===== src/design/reg_slice_pkg.sv =====
// Purpose: Constants for the auxiliary result, cell sum and overvoltage-clear register slice
// Assumes: 16-bit registers, 12 bits for the cell measure select, on a 32-bit Avalon-MM word bus, one register per aligned word
// Notes: Printed offsets are register indices; byte address is four times the index
package reg_slice_pkg;
    localparam int NUM_CELLS = 12;
    localparam logic [7:0] IDX_CELL_FIRST = 8'h20;
    localparam logic [7:0] IDX_CELL_LAST = 8'h2B;
    localparam logic [7:0] IDX_AUX_ONE = 8'h2D;
    localparam logic [7:0] IDX_AUX_TWO = 8'h2E;
    localparam logic [7:0] IDX_CELL_SUM = 8'h2F;
    localparam logic [7:0] IDX_OV_CLEAR = 8'h40;
    localparam logic [7:0] IDX_MEASURE_SEL = 8'h50;
    localparam int ADDR_W = 10;
    localparam logic [15:0] AUX_MASK = 16'hFFF0;
    localparam logic [15:0] CELL_MASK = 16'hFFFC;
    localparam logic [15:0] OV_CLEAR_MASK = 16'hFFFC;
    localparam logic [15:0] OV_CLEAR_RESET = 16'hFFFC;
    localparam logic [11:0] MEASURE_SEL_RESET = 12'hFFF;
    localparam logic [31:0] UNMAPPED_READ = 32'h00000000;
endpackage


===== src/design/cell_sum.sv =====
// Purpose: Registered sum of selected cell results, upper twelve bits of each
// Assumes: Cell results arrive flattened, cell 0 in the low 16 bits
// Notes: One cycle of latency from inputs to sum
`timescale 1ns/1ps
`default_nettype none
module cell_sum #(
    parameter int CELLS = 12
) (
    input wire logic clk,
    input wire logic rst_n,
    input wire logic [16*CELLS-1:0] cell_voltage_result,
    input wire logic [CELLS-1:0] cell_measure_select,
    output logic [15:0] sum
);
    // Sixteen full-scale terms still fit the 16-bit total
    if (CELLS < 1 || CELLS > 16) begin : g_cells_check
        $error("cell_sum: CELLS out of range");
    end

    logic [15:0] term [CELLS];
    logic [15:0] sum_next;

    genvar g;
    generate
        for (g = 0; g < CELLS; g++) begin : g_term
            // Unselected cells add zero
            assign term[g] = cell_measure_select[g] ?
                {4'h0, cell_voltage_result[16*g+4 +: 12]} : 16'h0000;
        end
    endgenerate

    always_comb begin
        sum_next = 16'h0000;
        for (int i = 0; i < CELLS; i++) begin
            sum_next = sum_next + term[i];
        end
    end

    always_ff @(posedge clk) begin
        if (!rst_n) begin
            sum <= 16'h0000;
        end else begin
            sum <= sum_next;
        end
    end
endmodule // cell_sum
`default_nettype wire


===== src/design/aux_sum_regs.sv =====
// Purpose: Register slice with aux results, cell-voltage total and overvoltage-clear threshold
// Assumes: Avalon-MM slave with waitrequest; one-cycle answer for every access
// Notes: Reads of unmapped indices return zero, writes there are dropped
`timescale 1ns/1ps
`default_nettype none
module aux_sum_regs #(
    parameter int CELLS = reg_slice_pkg::NUM_CELLS
) (
    input wire logic clk,
    input wire logic rst_n,
    input wire logic [reg_slice_pkg::ADDR_W-1:0] address,
    input wire logic read,
    input wire logic write,
    input wire logic [31:0] writedata,
    input wire logic [3:0] byteenable,
    output logic [31:0] readdata,
    output logic waitrequest,
    input wire logic [15:0] auxiliary_analog_input_one,
    input wire logic [15:0] auxiliary_analog_input_two,
    input wire logic [16*CELLS-1:0] cell_voltage_result,
    output logic [15:0] overvoltage_clear_threshold,
    output logic [CELLS-1:0] cell_measure_select
);
    // Decode and select register are laid out for exactly twelve cells
    if (CELLS != reg_slice_pkg::NUM_CELLS) begin : g_cells_check
        $error("aux_sum_regs: CELLS must be 12");
    end

    logic [15:0] aux_input_one_result_reg;
    logic [15:0] aux_input_two_result_reg;
    logic [15:0] cell_voltage_sum;
    logic [15:0] ov_clear_reg;
    logic [CELLS-1:0] measure_sel_reg;
    logic served_reg;
    logic [31:0] readdata_next;
    logic [7:0] idx;
    logic word_ok;
    logic req;
    logic accept;

    assign idx = address[9:2];
    assign word_ok = (address[1:0] == 2'b00);
    assign req = read | write;
    // Answer one cycle after the request is seen
    assign accept = req & served_reg;

    always_ff @(posedge clk) begin
        if (!rst_n) begin
            served_reg <= 1'b0;
        end else begin
            served_reg <= req & ~served_reg;
        end
    end

    always_ff @(posedge clk) begin
        if (!rst_n) begin
            waitrequest <= 1'b1;
        end else begin
            waitrequest <= ~(req & ~served_reg);
        end
    end

    always_ff @(posedge clk) begin
        if (!rst_n) begin
            aux_input_one_result_reg <= 16'h0000;
            aux_input_two_result_reg <= 16'h0000;
        end else begin
            aux_input_one_result_reg <= auxiliary_analog_input_one & reg_slice_pkg::AUX_MASK;
            aux_input_two_result_reg <= auxiliary_analog_input_two & reg_slice_pkg::AUX_MASK;
        end
    end

    cell_sum #(
        .CELLS(CELLS)
    ) u_sum (
        .clk(clk),
        .rst_n(rst_n),
        .cell_voltage_result(cell_voltage_result),
        .cell_measure_select(measure_sel_reg),
        .sum(cell_voltage_sum)
    );

    // Only writable locations; writes to result indices fall through
    always_ff @(posedge clk) begin
        if (!rst_n) begin
            ov_clear_reg <= reg_slice_pkg::OV_CLEAR_RESET;
            measure_sel_reg <= reg_slice_pkg::MEASURE_SEL_RESET;
        end else if (accept && write && word_ok) begin
            if (idx == reg_slice_pkg::IDX_OV_CLEAR) begin
                if (byteenable[0]) ov_clear_reg[7:0] <= writedata[7:0] & reg_slice_pkg::OV_CLEAR_MASK[7:0];
                if (byteenable[1]) ov_clear_reg[15:8] <= writedata[15:8];
            end else if (idx == reg_slice_pkg::IDX_MEASURE_SEL) begin
                if (byteenable[0]) measure_sel_reg[7:0] <= writedata[7:0];
                if (byteenable[1]) measure_sel_reg[CELLS-1:8] <= writedata[CELLS-1:8];
            end
        end
    end

    always_ff @(posedge clk) begin
        if (!rst_n) begin
            overvoltage_clear_threshold <= reg_slice_pkg::OV_CLEAR_RESET;
            cell_measure_select <= reg_slice_pkg::MEASURE_SEL_RESET;
        end else begin
            overvoltage_clear_threshold <= ov_clear_reg;
            cell_measure_select <= measure_sel_reg;
        end
    end

    always_comb begin
        readdata_next = reg_slice_pkg::UNMAPPED_READ;
        if (word_ok) begin
            if (idx >= reg_slice_pkg::IDX_CELL_FIRST && idx <= reg_slice_pkg::IDX_CELL_LAST) begin
                readdata_next = {16'h0000, cell_voltage_result[16*(idx-reg_slice_pkg::IDX_CELL_FIRST) +: 16]
                    & reg_slice_pkg::CELL_MASK};
            end else begin
                case (idx)
                    reg_slice_pkg::IDX_AUX_ONE: readdata_next = {16'h0000, aux_input_one_result_reg};
                    reg_slice_pkg::IDX_AUX_TWO: readdata_next = {16'h0000, aux_input_two_result_reg};
                    reg_slice_pkg::IDX_CELL_SUM: readdata_next = {16'h0000, cell_voltage_sum};
                    reg_slice_pkg::IDX_OV_CLEAR: readdata_next = {16'h0000, ov_clear_reg};
                    reg_slice_pkg::IDX_MEASURE_SEL: readdata_next = {20'h00000, measure_sel_reg};
                    default: readdata_next = reg_slice_pkg::UNMAPPED_READ;
                endcase
            end
        end
    end

    always_ff @(posedge clk) begin
        if (!rst_n) begin
            readdata <= 32'h00000000;
        end else if (read && !served_reg) begin
            readdata <= readdata_next;
        end
    end

    // Reference sum built cell by cell, apart from the adder in cell_sum
    logic [15:0] ref_sum;
    always_comb begin
        ref_sum = 16'h0000;
        for (int i = 0; i < CELLS; i++) begin
            if (measure_sel_reg[i]) begin
                ref_sum = ref_sum + {4'h0, cell_voltage_result[16*i+4 +: 12]};
            end
        end
    end
endmodule // aux_sum_regs
`default_nettype wire


===== config.mk =====
export PLATFORM = sky130hd
export DESIGN_NAME = aux_sum_regs
export DESIGN_NICKNAME = d
export VERILOG_FILES = /design/src/design/reg_slice_pkg.sv /design/src/design/cell_sum.sv /design/src/design/aux_sum_regs.sv
export SDC_FILE = /design/constraint.sdc
export NUM_CORES = 1
export LEC_CHECK = 0
export BUFFER_PORTS_ARGS = -buffer_cell sky130_fd_sc_hd__buf_2
export CAP_MARGIN = 10
export CORE_ASPECT_RATIO = 1.1
export CORE_UTILIZATION = 52
export DETAILED_ROUTE_END_ITERATION = 16
export GPL_ROUTABILITY_DRIVEN = 0
export PLACE_DENSITY_LB_ADDON = 0.12
export SLEW_MARGIN = 10
export SYNTH_ARGS = -nofsm -noshare
export SYNTH_HDL_FRONTEND = slang
export SYNTH_SLANG_ARGS = --single-unit

===== constraint.sdc =====
create_clock -name clk -period 7.5 [get_ports clk]
set_clock_uncertainty 0.1 [all_clocks]
set_input_delay 1.5 -clock clk [delete_from_list [all_inputs] [get_ports clk]]
set_output_delay 1.5 -clock clk [all_outputs]
set_load 0.005 [all_outputs]

# Word-level counts from Yosys, hierarchy flattened
# Cells that the tools add are included.
[classes]
add_sub_neg = 12
n_mul = 0
div_mod_pow = 0
order_cmp = 2
eq_ne = 5
n_shift = 1
n_mux = 15
bitwise = 6
reduce_logical = 10
[op_table]
columns = ["op", "count"]
rows = [
  ["variable part select 192 x 33 -> 16 bit", 1],
  ["adder 16 bit", 11],
  ["2-to-1 mux 12 bit", 12],
  ["one-hot mux 16 bit (5 select lines)", 1],
  ["2-to-1 mux 16 bit", 2],
  ["== test 8 x 6 -> 1 bit, second input constant", 3],
  ["== test 8 x 7 -> 1 bit, second input constant", 2],
  ["subtractor 8 x 6 -> 9 bit, second input constant", 1],
  ["greater-or-equal comparator 8 x 6 -> 1 bit, second input constant", 1],
  ["less-or-equal comparator 8 x 6 -> 1 bit, second input constant", 1],
  ["AND reduction 4 bit", 2],
  ["AND reduction 3 bit", 2],
  ["logical AND 1 bit", 4],
  ["inverter 1 bit", 3],
  ["bitwise AND 1 bit", 2],
  ["logical NOT 2 bit", 1],
  ["logical NOT 1 bit", 1],
  ["OR 1 bit", 1],
]
[word_totals]
regBits = 134
latch_bits = 0
ram_bits = 0
romBits = 0
inputBits = 274
output_inout_bits = 61
word_cells = 65
memories = 0

# Longest topological paths before layout
# Gate-level depths: netlist of run 1.
[logic_depth]
word_depth = 12
mapped_depth = 20
depth_no_buf = 19

# By module
# Synthesis of run 1 repeated with hierarchy kept, for this count alone.
[unflattened]
cells_unflattened = 967
hier_area_um2 = 9551.7
[by_module_without_submodules]
columns = ["mod", "n_inst", "cells_per_inst", "area_each_um2", "seq_area_each_um2"]
rows = [
  ["aux_sum_regs", 1, 444, 4931.0, 1881.8],
  ["cell_sum", 1, 523, 4620.7, 320.3],
]

# Worst setup path after synthesis of run 1
# Ideal clock, no wire load.
[synth_path]
path_type = "input port to flip-flop"
start = "in cell_voltage_result[101]"
end = "reg u_sum.sum[10]"
setup_time_ns = 0.128
arrival_time_ns = 5.699
t_required_ns = 7.272
slack_ns = 1.573
cell_stages = 18
path_buffers = 0
cell_sequence = "and2_1 -> fa_1 -> inv_1 -> fa_1 -> inv_1 -> fa_1 -> fa_1 -> inv_1 -> fa_1 -> inv_1 -> ha_1 -> fa_1 -> a21oi_1 -> o211ai_1 -> a21o_1 -> a21oi_1 -> xor2_1 -> nor2_1"
[synth_via]
elab_chain_len = 7
[synth_lines]
columns = ["element", "line_no", "source"]
rows = [
  ["start: declaration", "aux_sum_regs.sv:20", "input wire logic [16*CELLS-1:0] cell_voltage_result,"],
  ["2-to-1 mux 12 bit", "cell_sum.sv:27", "assign term[g] = cell_measure_select[g] ?"],
  ["adder 16 bit (6 in series)", "cell_sum.sv:35", "sum_next = sum_next + term[i];"],
  ["end signal: assignment", "cell_sum.sv:43", "sum <= sum_next;"],
  ["end: declaration", "cell_sum.sv:13", "output logic [15:0] sum"],
]
# Every way passes these cells.
# A chain may end at the register's enable or synchronous reset.

# Final worst setup path of run 1
# Same ends and word-level chain as after synthesis.

==> results of run 1 <==
## cells in the mapped netlist (12+ instances only)
library cell,instances
a21oi_1,14
a22oi_1,12
and2_1,75
buf_4,23
clkbuf_1,26
dfxtp_1,110
fa_1,117
ha_1,21
inv_1,145
mux2i_1,51
mux4_2,36
nand2_1,138
nand2b_1,30
nor2_1,26
o22ai_1,19
## through the flow
step / util [%] / worst slack (ns) / hold slack, ns / cells / cell area, um2
after floorplan: - / 1.573 / 0.3321 / 969 / 9565
after global placement: 61.08 / 1.172 / 0.3658 / 1416 / 10870
after detailed placement: 61.08 / 1.164 / 0.3658 / 1416 / 10870
after CTS: 62.68 / 1.512 / 0.3868 / 1432 / 11160
after global routing: 62.68 / 1.137 / 0.3983 / 1432 / 11160
final: 62.68 / 1.491 / 0.3891 / 1432 / 11160
## cells by family after synthesis
family	count (synthesis)
AOI/OAI and AO/OA	87
xor gates and xnor gates	8
adders and majority gates	138
buffers and inverters	209
DFF	110
muxes	103
other	1
and+or+nand+nor	296
## worst reg2reg max path: stages (launching register included)
cell and delay [ns]:
dfxtp_1 0.99, nand2_1 0.20, fa_1 0.57, fa_1 0.52, inv_1 0.05, fa_1 0.49, fa_1 0.50, inv_1 0.05
fa_1 0.48, inv_1 0.04, ha_1 0.21, fa_1 0.47, a21oi_1 0.27, o211ai_1 0.20, a21o_1 0.21, a21oi_1 0.16
xor2_1 0.17, nor2_1 0.05
## power by group
part	internal (uW)	switching, uW
combinational	1180	1510
clock	237	215
sequential	652	17.6
## worst max-delay path by stage
stage,start,end,slack (ns),cells after the start
finish,cell_voltage_result[101],u_sum.sum[10],1.49,19
global route,cell_voltage_result[70],u_sum.sum[10],1.14,18
CTS,cell_voltage_result[101],u_sum.sum[10],1.51,19
detailed placement,cell_voltage_result[101],u_sum.sum[10],1.16,19
global placement,cell_voltage_result[101],u_sum.sum[10],1.17,19
floorplan,cell_voltage_result[101],u_sum.sum[10],1.57,18
## final cells by class
| cell class | instances | area share, % |
|---|---|---|
| clock buffers | 10 | 2.141 |
| clock inverters | 6 | 0.4148 |
| inverters | 145 | 4.877 |
| multi-input cells | 650 | 57.76 |
| flip-flops and latches | 110 | 19.73 |
| well taps | 238 | 2.668 |
| repair buffers | 273 | 12.40 |
## layer usage
metal / track usage (%) / wire length, um
met3: 7.223 / 2351
met1: 38.53 / 10810
met4: 9.498 / 816
met2: 52.77 / 13440
met5: 0 / 0
==> impl_metrics.env, run 1 <==
export IMPL_status="completed"
export IMPL_postSynth_asyncResetShare_pct=0
export IMPL_synth_xor_area_share_pct=0.7374
export IMPL_yosys_warnings=0
export IMPL_min_delay_path_depth=1
export IMPL_ys_seq_area_share_pct=23.18
export IMPL_multiInputGateArea_um2=6446
export IMPL_seq_area_um2=2202
export IMPL_wl_per_cell_um=19.14
export IMPL_mostFrequentLayoutCell="buf_2"
export IMPL_hold_end="overvoltage_clear_threshold[10]"
export IMPL_grt_ovfl_total=0
export IMPL_layout_cells_most_common_list="buf_2 (266), inv_1 (145), nand2_1 (138), fa_1 (117), dfxtp_1 (110)"
export IMPL_final_min_period_over_clock_period_pct=80.12
export IMPL_fp_dieW_um=130.9
export IMPL_synth_area_mux_share_pct=16.75
export IMPL_cellPowerDensity_nw_per_um2=341.5
export IMPL_insertedDiodeCount=0
export IMPL_syn_cell_area_um2=9502
export IMPL_share_of_post_route_cells_with_drive_strength_above_1_pct=28.81
export IMPL_static_leakage_power_uw=0.005474
export IMPL_ant_nets=0
export IMPL_area_growth_syn_to_layout_pct=17.45
export IMPL_io_pins=335
export IMPL_crit_path_end_kind="register"
export IMPL_cpMostUsedCell="fa_1"
export IMPL_drv_cap=0
export IMPL_max_freq_mhz=166.4
export IMPL_critPathSlowestCell="fa_1"
export IMPL_grt_antenna_before_repair=0
export IMPL_floorplan_core_area_um2=17800
export IMPL_synth_largest_type_area_fraction_pct=24.65
export IMPL_wirelength_um=27410
export IMPL_crit_path_cell_trace="buf_2 -> and2_1 -> fa_1 -> inv_1 -> fa_1 -> inv_1 -> fa_1 -> fa_1 -> inv_1 -> fa_1 -> inv_1 -> ha_1 -> fa_1 -> a21oi_1 -> o211ai_1 -> a21o_1 -> a21oi_1 -> xor2_1 -> nor2_1"
export IMPL_cts_inserted_buffers=9
export IMPL_design_final_nets=1601
export IMPL_clock_sinks=110
export IMPL_cp_slowest_stage_delay_ns=0.54
export IMPL_arrival_ns=6.13
export IMPL_holdCritStartpoint="ov_clear_reg[10]"
export IMPL_critical_path_max_fanout=3
export IMPL_synth_compound_gate_area_share_pct=6.479
export IMPL_path_buf_inv=5
export IMPL_post_synth_main_area_contributors="fa_1 (25%), dfxtp_1 (23%), mux4_2 (8.5%), inv_1 (5.7%), nand2_1 (5.5%)"
export IMPL_synth_largest_area_cell="fa_1"
export IMPL_tightestPinTransition_ns=1.016
export IMPL_hold_viol=0
export IMPL_post_cts_setup_buffers=0
export IMPL_cts_htree_levels=3
export IMPL_finalSetupTns_ns=0
export IMPL_netlist_instances=952
export IMPL_worst_ep_required_time_ns=7.62
export IMPL_cts_tree="built"
export IMPL_wire_length_of_the_first_global_routing_pass_um=42230
export IMPL_dr_first_iter_drc_count=614
export IMPL_max_slew_violation_count=0
export IMPL_hold_removal_path_class="reg -> reg"
export IMPL_r2r_cells=17
export IMPL_regToRegEndpoint="u_sum.sum[10]"
export IMPL_synth_simple_gate_area_share_pct=15.75
export IMPL_path_clk_slew_ns=0.07
export IMPL_globalRouteTotalUtil_pct=30.89
export IMPL_postSynthAreaPerCell_um2=9.981
export IMPL_holdBufCountCts=0
export IMPL_cts_buffer_depth=2
export IMPL_p_total_uw=3811
export IMPL_largest_registers="readdata: 16 flops, u_sum.sum: 16 flops"
export IMPL_regToRegSetupSlack_ns=1.64
export IMPL_synthDistinctLibCells=56
export IMPL_fp_dieH_um=143.8
export IMPL_first_global_vias=7889
export IMPL_initial_utilization_pct=53.37
export IMPL_edff_count_synth=0
export IMPL_adder_and_majority_gate_portion_of_the_synthesized_area_pct=27.42
export IMPL_rows=51
export IMPL_rsz0062_at_grt="no"
export IMPL_ys_ff_latch=110
export IMPL_path_class="in -> reg"
export IMPL_cts_root_buffer_cell="clkbuf_16"
export IMPL_detailedRoute_firstPassIterationCount=7
export IMPL_hpwl_um=22340
export IMPL_final_setup_viol_count=0
export IMPL_cts_resized_gates=0
export IMPL_grt_start_max_net_pins=58
export IMPL_routed_via_density=5.405
export IMPL_io_buffer_count=266
export IMPL_crit_reg2reg_launch="measure_sel_reg[4]"
export IMPL_vdd_ir_drop_max_v=0.0003681
export IMPL_fill_cells=1556
export IMPL_drt_drc_violations_left=0
export IMPL_critPathLaunchType="primary input"
export IMPL_synth_flop_cell="dfxtp_1"
export IMPL_num_vias=7740
export IMPL_critPathTopFamily="adder cells"
export IMPL_insertion_delay_ns=0.34
export IMPL_fp_dieArea_um2=18820
export IMPL_max_slew_margin_pct=32.18
export IMPL_finalWorstPathRequiredPeriod_ns=6.009
export IMPL_synth_top_family_by_area="adder cells"
Note: power is estimated with default switching activity, not from simulation.
==> run 2: changes to the inputs <==
--- a/config.mk
+++ b/config.mk
@@ -5,10 +5,11 @@
 export SDC_FILE = /design/constraint.sdc
 export NUM_CORES = 1
 export LEC_CHECK = 0
+export ABC_AREA = 1
 export BUFFER_PORTS_ARGS = -buffer_cell sky130_fd_sc_hd__buf_2
 export CAP_MARGIN = 10
 export CORE_ASPECT_RATIO = 1.1
-export CORE_UTILIZATION = 52
+export CORE_UTILIZATION = 48
 export DETAILED_ROUTE_END_ITERATION = 16
 export GPL_ROUTABILITY_DRIVEN = 0
 export PLACE_DENSITY_LB_ADDON = 0.12
==> constraint.sdc (replaced) <==
create_clock -name clk -period 5.4 [get_ports clk]
set_clock_uncertainty 0.1 [all_clocks]
set_input_delay 1.08 -clock clk [delete_from_list [all_inputs] [get_ports clk]]
set_output_delay 1.08 -clock clk [all_outputs]
set_load 0.005 [all_outputs]
==> run 2 against run 1 <==
  * Critical path depth increased by 2
  * Register-to-register slack got worse by 1.3 ns
  * Via count increased by 34%
  * Synthesized area increased by 7.7%
  * Cell count increased by 42%
  * Routed wire length increased by 31%
  * First-iteration DRC count increased by 37%
  * Critical endpoint is now u_sum.sum[12]
  * Largest cell class unchanged
  * Highest routed layer is now met5
==> impl_metrics.env, run 2 <==
export IMPL_max_slew_margin_pct=40.54
export IMPL_ys_ff_latch=110
export IMPL_cts_root_buffer_cell="clkbuf_16"
export IMPL_rows=55
export IMPL_cp_slowest_stage_delay_ns=0.59
export IMPL_critical_path_max_fanout=4
export IMPL_path_clk_slew_ns=0.07
export IMPL_wire_length_of_the_first_global_routing_pass_um=56200
export IMPL_cts_htree_levels=3
export IMPL_critPathSlowestCell="fa_1"
export IMPL_hpwl_um=28640
export IMPL_cellPowerDensity_nw_per_um2=462.7
export IMPL_cts_buffer_depth=2
export IMPL_crit_path_end_kind="register"
export IMPL_synth_cells_most_frequent="nand2_1 (519), inv_1 (278), nand3_1 (151)"
export IMPL_final_min_period_over_clock_period_pct=95.06
export IMPL_insertion_delay_ns=0.35
export IMPL_post_cts_setup_buffers=0
export IMPL_post_synth_main_area_contributors="fa_1 (23%), dfxtp_1 (22%), nand2_1 (19%), inv_1 (10%), nand3_1 (7.4%)"
export IMPL_detailedRoute_firstPassIterationCount=5
export IMPL_syn_cell_area_um2=10230
export IMPL_cts_resized_gates=0
export IMPL_final_area_um2=12070
export IMPL_cts_inserted_buffers=9
export IMPL_ant_nets=0
export IMPL_path_class="in -> reg"
export IMPL_mostFrequentLayoutCell="nand2_1"
export IMPL_r2r_cells=20
export IMPL_initial_utilization_pct=49.38
export IMPL_hold_viol=0
export IMPL_design_final_nets=2155
export IMPL_cts_tree="built"
export IMPL_synthDistinctLibCells=37
export IMPL_critPathLaunchType="primary input"
export IMPL_io_buffer_count=266
export IMPL_io_pins=335
export IMPL_tightestPinTransition_ns=0.8919
export IMPL_first_global_vias=10380
export IMPL_final_setup_viol_count=0
export IMPL_static_leakage_power_uw=0.007101
export IMPL_clock_sinks=110
export IMPL_synth_largest_area_cell="fa_1"
export IMPL_insertedDiodeCount=0
export IMPL_fp_dieW_um=141.2
export IMPL_globalRouteTotalUtil_pct=34.09
export IMPL_grt_antenna_before_repair=3
export IMPL_holdBufCountCts=0
export IMPL_hold_removal_path_class="reg -> reg"
export IMPL_holdWs_ns=0.3652
export IMPL_status="completed"
export IMPL_layout_cells_most_common_list="nand2_1 (517), inv_1 (278), buf_2 (266), nand3_1 (151), fa_1 (116)"
export IMPL_max_freq_mhz=194.8
export IMPL_cp_depth=21
export IMPL_finish_utilization_pct=58.28
export IMPL_ys_seq_area_share_pct=21.53
export IMPL_largest_registers="readdata: 16 flops, u_sum.sum: 16 flops"
export IMPL_drt_drc_violations_left=0
export IMPL_max_slew_violation_count=0
export IMPL_drv_cap=0
export IMPL_vdd_ir_drop_max_v=0.0004728
export IMPL_wirelength_um=35840
export IMPL_synth_flop_cell="dfxtp_1"
export IMPL_worst_ep_required_time_ns=5.58
export IMPL_dr_first_iter_drc_count=842
export IMPL_postSynth_asyncResetShare_pct=0
export IMPL_routed_via_density=5.109
export IMPL_critPathTopFamily="adder cells"
export IMPL_fp_dieArea_um2=21900
export IMPL_arrival_ns=5.31
export IMPL_path_buf_inv=4
export IMPL_netlist_instances=1495
export IMPL_leading_cell_type_by_number_of_instances_after_synthesis="nand2_1"
export IMPL_finalWorstPathRequiredPeriod_ns=5.133
export IMPL_yosys_warnings=0
export IMPL_rsz0062_at_grt="no"
export IMPL_edff_count_synth=0
export IMPL_area_growth_syn_to_layout_pct=18.03
export IMPL_dpl_instance_area_um2=11750
export IMPL_min_delay_path_depth=2
export IMPL_wl_per_cell_um=17.63
export IMPL_share_of_post_route_cells_with_drive_strength_above_1_pct=21.11
export IMPL_fp_dieH_um=155.1
export IMPL_synth_largest_type_area_fraction_pct=22.90
export IMPL_grt_ovfl_total=0
export IMPL_crit_path_cell_trace="buf_2 -> nand2_1 -> inv_1 -> fa_1 -> fa_1 -> fa_1 -> fa_1 -> inv_1 -> fa_1 -> inv_1 -> ha_2 -> fa_2 -> nand3_1 -> nand2_2 -> nand4_1 -> nand2_2 -> nand2_1 -> nand2_1 -> nand2_1 -> nand2_1 -> nor2_2"
export IMPL_postSynthAreaPerCell_um2=6.842
export IMPL_num_vias=10387
export IMPL_floorplan_core_area_um2=20710
export IMPL_grt_start_max_net_pins=64
-- run 2: cell count changes after synthesis, moves of 12 or more --
cell      change
nand2_1     +381
nand3_1     +146
inv_1       +133
and2_1       -75
mux2i_1      -51
nor2_1       +49
mux4_2       -36
nand2b_1     -30
nand4_1      +23
a21oi_1      +20
o22ai_1      -19
or2_2        +18
a22oi_1      -12
-- run 2: power breakdown --
part	switching (uW)	total, uW	internal, uW
clock network	305	670	366
registers	18.7	917	898
logic	2400	4000	1600
total	2720	5590	2860
-- run 2: through the flow --
stage | TNS, ns | setup WS [ns] | std cells | total power, uW
final | 0 | 0.2669 | 2033 | 5586
after global routing | 0 | 0.02108 | 2033 | 6245
after CTS | 0 | 0.1767 | 2033 | 5465
after detailed placement | -0.2150 | -0.1026 | 2017 | 4738
after global placement | -0.2877 | -0.1029 | 2017 | 4721
after floorplan | 0 | 0.2465 | 1512 | 3657
-- run 2: path summary, 6_finish.rpt --
path	from	end	slack, ns
worst max-delay path	cell_voltage_result[182]	u_sum.sum[12]	0.27
worst min register to register	ov_clear_reg[7]	overvoltage_clear_threshold[7]	0.37
worst max register to register	measure_sel_reg[6]	u_sum.sum[12]	0.35
worst min-delay path	ov_clear_reg[7]	overvoltage_clear_threshold[7]	0.37
-- run 2: final cells by class --
type	count	area, um2
clock buffer	9	225.2
clock inverter	7	78.83
fill	2019	8641
inverter	289	1087
multi-input combinational	1036	6558
sequential	110	2203
tap	285	356.6
timing repair buffer	297	1564
-- run 2: metal layers --
layer / up-vias / track usage [%] / routed length [um]
li1: 4934 / - / -
met1: 4752 / 42.50 / 13980
met2: 593 / 57.10 / 16710
met3: 104 / 6.433 / 3511
met5: - / 0 / 26
met4: 4 / 15.84 / 1607
-- run 2: cell families (layout without fill, tap and decap cells) --
kind of cell    after synthesis  count (layout)  share of synthesized area, %
simple gates                807             807                         33.42
fa+ha+maj                   138             138                         25.47
compound gates               73              73                         4.379
flops                       110             110                         21.53
buf+inv                     366             602                         15.17
other cells                   1              18                       0.03666
-- run 2: tightest hold or removal path: cells and delay by family, from the launching register on --
family | cells | cell delay (ns)
flops | 1 | 0.34
buf+inv | 1 | 0.05
simple gates | 1 | 0.05
